### src/rtl/adc_pkg.sv
// Shared constants, types and helpers for the converter sequencer.
// Assumes a 20 MHz core clock that also serves as the oscillator.
package adc_pkg;

  // ==========================================================
  // Timing
  localparam int unsigned CLK_PERIOD_NS = 50;
  localparam int unsigned RC_TAD_NS = 4000;
  localparam int unsigned RC_TAD_CYC =
    (RC_TAD_NS + CLK_PERIOD_NS - 1) / CLK_PERIOD_NS;
  localparam int unsigned CONV_TADS = 12;
  localparam int unsigned GAP_TADS = 2;
  localparam int unsigned RES_W = 10;
  localparam int unsigned DIV_W = 7;

  // ==========================================================
  // Register map (byte addresses)
  localparam logic [7:0] OFS_CTRL0 = 8'h00;
  localparam logic [7:0] OFS_CTRL1 = 8'h04;
  localparam logic [7:0] OFS_RES_HI = 8'h08;
  localparam logic [7:0] OFS_RES_LO = 8'h0C;
  localparam logic [7:0] OFS_STATUS = 8'h10;
  localparam logic [7:0] OFS_PORT = 8'h14;
  localparam logic [7:0] CTRL0_RST = 8'h00;
  localparam logic [7:0] CTRL1_RST = 8'h00;
  localparam logic [RES_W-1:0] SAR_TOP = 10'h200;

  // ==========================================================
  // Field layouts
  typedef struct packed {
    logic [1:0] clk_lo;
    logic [2:0] channel_select;
    logic go;
    logic rsv;
    logic converter_power_on;
  } ctrl0_t;

  typedef struct packed {
    logic result_justify;
    logic clk_hi;
    logic [1:0] rsv;
    logic [3:0] port_cfg;
  } ctrl1_t;

  typedef struct packed {
    logic hold_connect;
    logic [2:0] channel;
    logic [RES_W-1:0] trial;
    logic powered;
  } afe_t;

  typedef enum logic [3:0] {
    S_OFF = 4'b0001,
    S_ACQ = 4'b0010,
    S_CONV = 4'b0100,
    S_GAP = 4'b1000
  } seq_state_t;

  // ==========================================================
  // Oscillator periods per conversion-bit period
  function automatic logic [DIV_W-1:0] tad_cycles(input logic [2:0] sel);
    case (sel)
      3'h0: tad_cycles = 7'h02;
      3'h4: tad_cycles = 7'h04;
      3'h1: tad_cycles = 7'h08;
      3'h5: tad_cycles = 7'h10;
      3'h2: tad_cycles = 7'h20;
      3'h6: tad_cycles = 7'h40;
      default: tad_cycles = DIV_W'(RC_TAD_CYC);
    endcase
  endfunction

  // Pins that are not digital I/O (analog or reference); bit i is pin i
  function automatic logic [7:0] analog_mask(input logic [3:0] cfg);
    case (cfg)
      4'h0, 4'h1, 4'h8: analog_mask = 8'hFF;
      4'h2, 4'h3, 4'hC: analog_mask = 8'h1F;
      4'h4, 4'h5, 4'hD: analog_mask = 8'h0F;
      4'h9, 4'hA, 4'hB: analog_mask = 8'h3F;
      4'hE: analog_mask = 8'h01;
      4'hF: analog_mask = 8'h0D;
      default: analog_mask = 8'h00;
    endcase
  endfunction

endpackage

### src/rtl/adc_conversion_sequencer.sv
// APB-controlled sequencer for a 10-bit successive-approximation converter.
// Assumes an analog front end with a comparator answering the trial word
// combinationally, and port pins synchronous to core_clk.
//
// Functional notes
// - Result register pair has no reset; undefined until converted or written.
// - Completion shows as start bit cleared or as the interrupt.
// - At least two bit periods pass after a conversion before acquiring.
// - One conversion takes exactly twelve conversion-bit periods.
// - Clock select picks 2,4,8,16,32,64 oscillator periods or RC.
// - RC source gives a nominal four microsecond bit period.
// - Hold capacitor disconnects from the pin when conversion starts.
// - Channel select and pin directions never block a started conversion.
// - Port data reads zero on every analog-configured pin.
// - Digitally configured pins are still converted when selected.
// - Completion loads result, clears start bit, sets done flag.
// - Clearing start aborts, keeps result, reacquires after two periods.
// - Justify bit selects right or left alignment with zero padding.
// - Reset returns control registers, powers off, aborts conversion.
//
// The APB slave port and the register addresses were chosen for this implementation.
`timescale 1ns/1ps
module adc_conversion_sequencer
  import adc_pkg::*;
(
  // Clock and reset
  input wire logic core_clk,
  input wire logic rst,
  // APB slave
  input wire logic psel,
  input wire logic penable,
  input wire logic pwrite,
  input wire logic [7:0] paddr,
  input wire logic [31:0] pwdata,
  output logic [31:0] prdata,
  output logic pready,
  output logic pslverr,
  // Analog front end
  output afe_t afe,
  input wire logic comp_above,
  // Port pins and completion request
  input wire logic [7:0] port_pins,
  output logic conv_irq
);

  ctrl0_t c0_r;
  ctrl1_t c1_r;
  ctrl0_t wr0;
  logic [RES_W-1:0] res_r;
  logic flag_r;
  logic ie_r;
  seq_state_t state_r;
  seq_state_t state_nxt;
  logic [3:0] tad_cnt_r;
  logic [11:0] cyc_r;
  afe_t afe_r;
  logic [31:0] prdata_r;
  logic pready_r;
  logic pslverr_r;
  logic irq_r;
  logic [31:0] rd_val;
  logic rd_hit;
  logic wr_en;
  logic tick;
  logic restart;
  logic start_conv;
  logic abort;
  logic done_set;
  logic gap_end;
  logic [2:0] clk_sel;
  logic [RES_W-1:0] bit_cur;

  // ==========================================================
  // Decode
  assign wr_en = psel && penable && pwrite && pready_r;
  assign wr0 = ctrl0_t'(pwdata[7:0]);
  assign clk_sel = {c1_r.clk_hi, c0_r.clk_lo};
  // Start needs only the acquire state and the start bit; channel and pins are not looked at
  assign start_conv = (state_r == S_ACQ) && c0_r.go;
  assign abort = (state_r == S_CONV) && wr_en && (paddr == OFS_CTRL0)
    && !wr0.go;
  assign done_set = (state_r == S_CONV) && tick
    && (tad_cnt_r == 4'(CONV_TADS - 1));
  assign gap_end = (state_r == S_GAP) && tick
    && (tad_cnt_r == 4'(GAP_TADS - 1));
  // Divider is held while idle and cleared on every change that comes
  // without a tick. Built from registered state and the APB abort write: state_nxt depends on
  // tick, so using it here would close a combinational loop.
  assign restart = (state_r == S_OFF) || (state_r == S_ACQ) || abort
    || !c0_r.converter_power_on;
  assign bit_cur = SAR_TOP >> (tad_cnt_r - 4'h1);

  conv_clock_divider #(
    .CNT_W(DIV_W)
  ) u_div (
    .core_clk(core_clk),
    .rst(rst),
    .restart(restart),
    .sel(clk_sel),
    .tick(tick)
  );

  // ==========================================================
  // Sequence state
  always_comb begin
    state_nxt = state_r;
    unique case (state_r)
      S_OFF: begin
        if (c0_r.converter_power_on) state_nxt = S_ACQ;
      end
      S_ACQ: begin
        if (!c0_r.converter_power_on) state_nxt = S_OFF;
        else if (start_conv) state_nxt = S_CONV;
      end
      S_CONV: begin
        if (!c0_r.converter_power_on) state_nxt = S_OFF;
        else if (abort || done_set) state_nxt = S_GAP;
      end
      S_GAP: begin
        if (!c0_r.converter_power_on) state_nxt = S_OFF;
        else if (gap_end) state_nxt = S_ACQ;
      end
    endcase
  end

  // Reset lands in the off state, ending any conversion
  always_ff @(posedge core_clk or posedge rst) begin
    if (rst) begin
      state_r <= S_OFF;
    end else begin
      state_r <= state_nxt;
    end
  end

  // Bit-period counter within a state, and a cycle count for checks
  always_ff @(posedge core_clk or posedge rst) begin
    if (rst) begin
      tad_cnt_r <= 4'h0;
      cyc_r <= 12'h000;
    end else if (state_nxt != state_r) begin
      tad_cnt_r <= 4'h0;
      cyc_r <= 12'h001;
    end else begin
      if (tick) tad_cnt_r <= tad_cnt_r + 4'h1;
      if (cyc_r != 12'hFFF) cyc_r <= cyc_r + 12'h001;
    end
  end

  // ==========================================================
  // Control registers
  always_ff @(posedge core_clk or posedge rst) begin
    if (rst) begin
      c0_r <= ctrl0_t'(CTRL0_RST);
      c1_r <= ctrl1_t'(CTRL1_RST);
    end else begin
      if (wr_en && (paddr == OFS_CTRL0)) begin
        c0_r <= wr0;
        c0_r.rsv <= 1'b0;
        // Start bit only holds while powered
        c0_r.go <= wr0.go && wr0.converter_power_on;
      end
      // Hardware clear beats a same-cycle software write
      if (done_set) c0_r.go <= 1'b0;
      if (wr_en && (paddr == OFS_CTRL1)) begin
        c1_r <= ctrl1_t'(pwdata[7:0]);
        c1_r.rsv <= 2'h0;
      end
    end
  end

  // Done flag: set wins over write-one-to-clear
  always_ff @(posedge core_clk or posedge rst) begin
    if (rst) begin
      flag_r <= 1'b0;
      ie_r <= 1'b0;
    end else begin
      if (done_set) begin
        flag_r <= 1'b1;
      end else if (wr_en && (paddr == OFS_STATUS) && pwdata[0]) begin
        flag_r <= 1'b0;
      end
      if (wr_en && (paddr == OFS_STATUS)) ie_r <= pwdata[1];
    end
  end

  // ==========================================================
  // Result pair: no reset, written by completion or by software
  always_ff @(posedge core_clk) begin
    if (done_set) begin
      res_r <= afe_r.trial;
    end else if (wr_en && (paddr == OFS_RES_HI)) begin
      if (c1_r.result_justify) res_r[9:8] <= pwdata[1:0];
      else res_r[9:2] <= pwdata[7:0];
    end else if (wr_en && (paddr == OFS_RES_LO)) begin
      if (c1_r.result_justify) res_r[7:0] <= pwdata[7:0];
      else res_r[1:0] <= pwdata[7:6];
    end
  end

  // ==========================================================
  // Front end: hold switch, channel, trial word
  always_ff @(posedge core_clk or posedge rst) begin
    if (rst) begin
      afe_r <= '0;
    end else begin
      // Switch opens at the start edge so the held sample is converted
      afe_r.hold_connect <= (state_nxt == S_ACQ);
      afe_r.channel <= c0_r.channel_select;
      afe_r.powered <= c0_r.converter_power_on;
      if (start_conv) begin
        afe_r.trial <= SAR_TOP;
      end else if ((state_r == S_CONV) && tick && (tad_cnt_r != 4'h0)
          && (tad_cnt_r <= 4'(RES_W))) begin
        // Period 0 settles; periods 1..10 resolve one bit each
        afe_r.trial <= (comp_above ? afe_r.trial : (afe_r.trial & ~bit_cur))
          | (bit_cur >> 1);
      end
    end
  end

  // ==========================================================
  // APB read data and answer
  always_comb begin
    rd_val = 32'h0000_0000;
    rd_hit = 1'b1;
    case (paddr)
      OFS_CTRL0: rd_val[7:0] = c0_r;
      OFS_CTRL1: rd_val[7:0] = c1_r;
      OFS_RES_HI: rd_val[7:0] = c1_r.result_justify ?
        {6'h00, res_r[9:8]} : res_r[9:2];
      OFS_RES_LO: rd_val[7:0] = c1_r.result_justify ?
        res_r[7:0] : {res_r[1:0], 6'h00};
      OFS_STATUS: rd_val[3:0] = {(state_r == S_ACQ), (state_r == S_CONV),
        ie_r, flag_r};
      OFS_PORT: rd_val[7:0] = port_pins & ~analog_mask(c1_r.port_cfg);
      default: rd_hit = 1'b0;
    endcase
  end

  // Answer is ready in the first access cycle; data caught at setup
  always_ff @(posedge core_clk or posedge rst) begin
    if (rst) begin
      prdata_r <= 32'h0000_0000;
      pready_r <= 1'b0;
      pslverr_r <= 1'b0;
    end else if (psel && !penable) begin
      prdata_r <= pwrite ? 32'h0000_0000 : rd_val;
      pready_r <= 1'b1;
      pslverr_r <= !rd_hit || (pwrite && (paddr == OFS_PORT));
    end else begin
      pready_r <= 1'b0;
      pslverr_r <= 1'b0;
    end
  end

  // Completion request toward the interrupt controller
  always_ff @(posedge core_clk or posedge rst) begin
    if (rst) irq_r <= 1'b0;
    else irq_r <= flag_r && ie_r;
  end

  assign prdata = prdata_r;
  assign pready = pready_r;
  assign pslverr = pslverr_r;
  assign afe = afe_r;
  assign conv_irq = irq_r;
endmodule // adc_conversion_sequencer

### src/rtl/conv_clock_divider.sv
// Conversion-bit period generator: one-cycle tick per period.
// Assumes the select stays stable while a conversion runs.
`timescale 1ns/1ps
module conv_clock_divider
  import adc_pkg::*;
#(
  parameter int unsigned CNT_W = DIV_W
) (
  // Clock and reset
  input wire logic core_clk,
  input wire logic rst,
  // Control
  input wire logic restart,
  input wire logic [2:0] sel,
  // Period tick
  output logic tick
);

  logic [CNT_W-1:0] cnt_r;
  logic [CNT_W-1:0] limit;

  // Divider from the oscillator, RC path is a longer fixed count
  assign limit = CNT_W'(tad_cycles(sel) - 7'h01);
  // Compare with >= so a select change cannot run the count away
  assign tick = !restart && (cnt_r >= limit);

  // ==========================================================
  // Period counter
  always_ff @(posedge core_clk or posedge rst) begin
    if (rst) begin
      cnt_r <= '0;
    end else if (restart || tick) begin
      cnt_r <= '0;
    end else begin
      cnt_r <= cnt_r + 1'b1;
    end
  end

endmodule // conv_clock_divider

### config.mk
export PLATFORM = sky130hd
export DESIGN_NAME = adc_conversion_sequencer
export DESIGN_NICKNAME = d
export VERILOG_FILES = /design/src/rtl/adc_pkg.sv /design/src/rtl/adc_conversion_sequencer.sv /design/src/rtl/conv_clock_divider.sv
export SDC_FILE = /design/constraint.sdc
export NUM_CORES = 1
export LEC_CHECK = 0
export ABC_AREA = 1
export ABC_CLOCK_PERIOD_IN_PS = 4300
export BUFFER_PORTS_ARGS = -buffer_cell sky130_fd_sc_hd__buf_4
export CORE_ASPECT_RATIO = 1.5
export CORE_MARGIN = 1.5
export CORE_UTILIZATION = 35
export DETAILED_ROUTE_END_ITERATION = 7
export GPL_TIMING_DRIVEN = 1
export PLACE_DENSITY_LB_ADDON = 0.2
export SYNTH_ARGS = -nofsm -noshare
export SYNTH_HDL_FRONTEND = slang
export SYNTH_SLANG_ARGS = --single-unit
export TNS_END_PERCENT = 20
### constraint.sdc
create_clock -name core_clk -period 4.3 [get_ports core_clk]
set_clock_uncertainty 0.05 [all_clocks]
set_input_delay 0.43 -clock core_clk [delete_from_list [all_inputs] [get_ports core_clk]]
set_output_delay 0.43 -clock core_clk [all_outputs]
set_load 0.005 [all_outputs]
==> results.toml <==
[grt]
grt_use_total_pct = 17.57
grt_overflow_total = 0
grt_pass1_vias = 3431
grt_pass1_wl_um = 16700
antenna_found_initial = 0
grt_max_degree = 57

[final_layout]
synthToLayoutAreaGrowth_pct = 20.51
stdcell_area_um2 = 4896
drive_gt1_share_pct = 17.13
fin_nets = 643
diodes = 0

[timing]
period_needed_ps = 3108
holdWs_ps = 235.8
setup_slack_ps = 1192
rsz0062_at_grt = "no"
slew_viol_final = 0
fin_setup_tns_ps = 0
tightestPinTransition_ps = 733.4
fmax_mhz = 321.7
hold_viol_final = 0
timing.slew.headroom_pct = 51.10
fin_crit_sh_pct = 72.28
setup_viol = 0

[synth]
avgSynthCellArea_um2 = 7.919
synth_common_cells = "123 x nand2_1, 75 x inv_1, 55 x dfrtp_1, 45 x nor2_1, 34 x o21ai_0"
synth_enable_flop_cells = 10
synth-main-ff-cell = "dfrtp_1"
synth_area_um2 = 4063
yosys.cell_types.count = 46
yosysMostFrequentCell = "nand2_1"
synth_area_leaders = "dfrtp_1 34%, nand2_1 11%, edfxtp_1 7.4%"
synth_area_leader_cell = "dfrtp_1"
ys_seq_area_share_pct = 41.92
ys_warn_count = 0
syn_inst = 513
synth_top_area_share_pct = 33.88
ys_ff_latch = 66
async_flop_share_pct = 84.85

[placement]
portBuffers = 55
gp_congestion = 0.8929
post-dp-hpwl_um = 7883
preCtsSetupSlack_ps = 1179
placed_area_um2 = 4546

[setup_path]
critPathLaunchType = "flop"
arrival_ps = 3130
path_class = "reg2reg"
rrSetupSlack_ps = 1190
crit_fanout = 13
critPathRequiredTime_ps = 4320
cp-end-kind = "flop"

[detailed_routing]
drt_iter0_drc = 188
ant_nets = 0
wl_per_cell_um = 14.08
route.detailed.drc = 0
drt-total-wl_um = 10250
vias_per_cell = 4.799
dr.pass1.iters = 5
vias = 3494

[status]
status = "completed"

[cts]
htree_levels = 3
cts.sinks = 66
insertion_delay_ps = 330
ctsHoldBuffers = 0
postCtsResizedCells = 0
cts_buffer_depth = 2
cts_tree = "yes"
cts_setup_buffers = 0
numCtsBuffers = 9
clkTransAtPathRegs_ps = 60
cts_root_buf = "clkbuf_16"

[floorplanning]
dieArea_um2 = 12280
rows = 48
io-pin-count = 104
start_util_pct = 35.60
coreArea_um2 = 11410
die_w_um = 90.97
die_h_um = 135.0

[pwr]
pwr_density_cell_nw_per_um2 = 353.9
vdd_drop_max_mv = 0.2069
finalPower_uw = 1733
leakage_uw = 0.002406

[worst_hold_path]
min_path_type = "in2reg"

[run]
maxCapViolCount = 0
power by group:
group	switching (uW)	leakage, uW	internal [uW]
logic	119	0.00139	68.5
clock network	294	0.000171	572
registers	24.3	0.000849	655
critical path, stage by stage (launching register included):
cell and delay (ps):
dfrtp_1 430, nor2_1 170, nand2_1 90, ha_1 190, inv_1 90, xor2_1 140
inv_1 50, ha_1 260, nand2_1 40, nor2_1 80, nand2_1 80, nand2_1 170
nand3_4 160, nor2_4 140, nand2_2 180, inv_2 150, nor3_1 50, a31oi_1 210
nand2_1 100
final cells by class:
class                      instances  area (um^2)
sequential                        66         1703
timing repair buffer              56        420.4
tap                              150        187.7
clock buffer                       9        225.2
clock inverter                     7        125.1
fill                            1179         6515
inverter                          80        300.3
multi-input combinational        360         1934
metrics by stage:
stage / std cells / utilization [%]
4_1_cts: 728 / 42.91
3_3_place_gp: 712 / 39.84
3_5_place_dp: 712 / 39.84
5_1_grt: 728 / 42.91
6_report: 728 / 42.91
2_1_floorplan: 536 / -
layer usage:
| metal | GRT usage (%) | wire length, um | part of all wire [%] | up-vias |
|---|---|---|---|---|
| met5 | 0 | 0 | 0 | - |
| met4 | 10.85 | 428 | 4.2 | 0 |
| met3 | 3.604 | 385 | 3.8 | 29 |
| met2 | 30.60 | 5246 | 51 | 92 |
| met1 | 19.48 | 4187 | 41 | 1608 |
| li1 | - | - | - | 1765 |
placed cells by master, fill, tap and decap left out, types with 2 or more instances in the layout:
cell type	n
nand2_1	123
inv_1	74
buf_4	56
dfrtp_1	55
nor2_1	45
o21ai_0	34
conb_1	24
nand3_1	18
ha_1	16
a21oi_1	13
edfxtp_1	10
clkbuf_16	9
nand4_1	7
xor2_1	7
nor3_1	7
o22ai_1	6
o221ai_1	6
a31oi_1	5
inv_2	5
nor2_4	4
nand3_2	4
o21ai_1	4
o211ai_1	3
nor2_2	3
a22o_1	3
a221oi_1	3
nand2_2	3
bufinv_16	3
o2111ai_1	2
a41oi_1	2
a21o_1	2
nand3_4	2
nor3b_1	2
nor3_2	2
nor4_1	2
inv_6	2
clkinv_4	2
flip-flops by register name, indices dropped and copies added, names as in the netlist:
name,count
res_r,10
c1_r,6
pslverr,1
state_r,4
tad_cnt_r,4
u_div.cnt_r,7
c0_r,7
flag_r,1
prdata,8
conv_irq,1
ie_r,1
pready,1
afe,15
final timing paths:
path                                          start            endpoint  cells past startpoint
worst max-delay path            c0_r[7]$_DFFE_PP0P_  res_r[0]$_DFFE_PP_                     18
worst min-delay path                        penable    pready$_DFF_PP0_                      2
worst max register to register  c0_r[7]$_DFFE_PP0P_  res_r[0]$_DFFE_PP_                     18
worst min register to register  c0_r[4]$_DFFE_PP0P_   afe[12]$_DFF_PP0_                      0
max in group asynchronous                       rst    pready$_DFF_PP0_                      3
min in group asynchronous                       rst    afe[0]$_DFF_PP0_                      3
logic make-up (layout without fill, tap and decap cells):
logic type      count (synthesis)  in the layout  synth area share, %
flops                          66             66                41.92
simple gates                  224            224                25.32
other cells                     1             24              0.09230
compound gates                 88             88                13.43
buf+inv                       110            152                12.60
fa+ha+maj                      16             16                4.928
xor+xnor                        8              8                1.725
No activity file was read; power rests on OpenSTA's default activity.
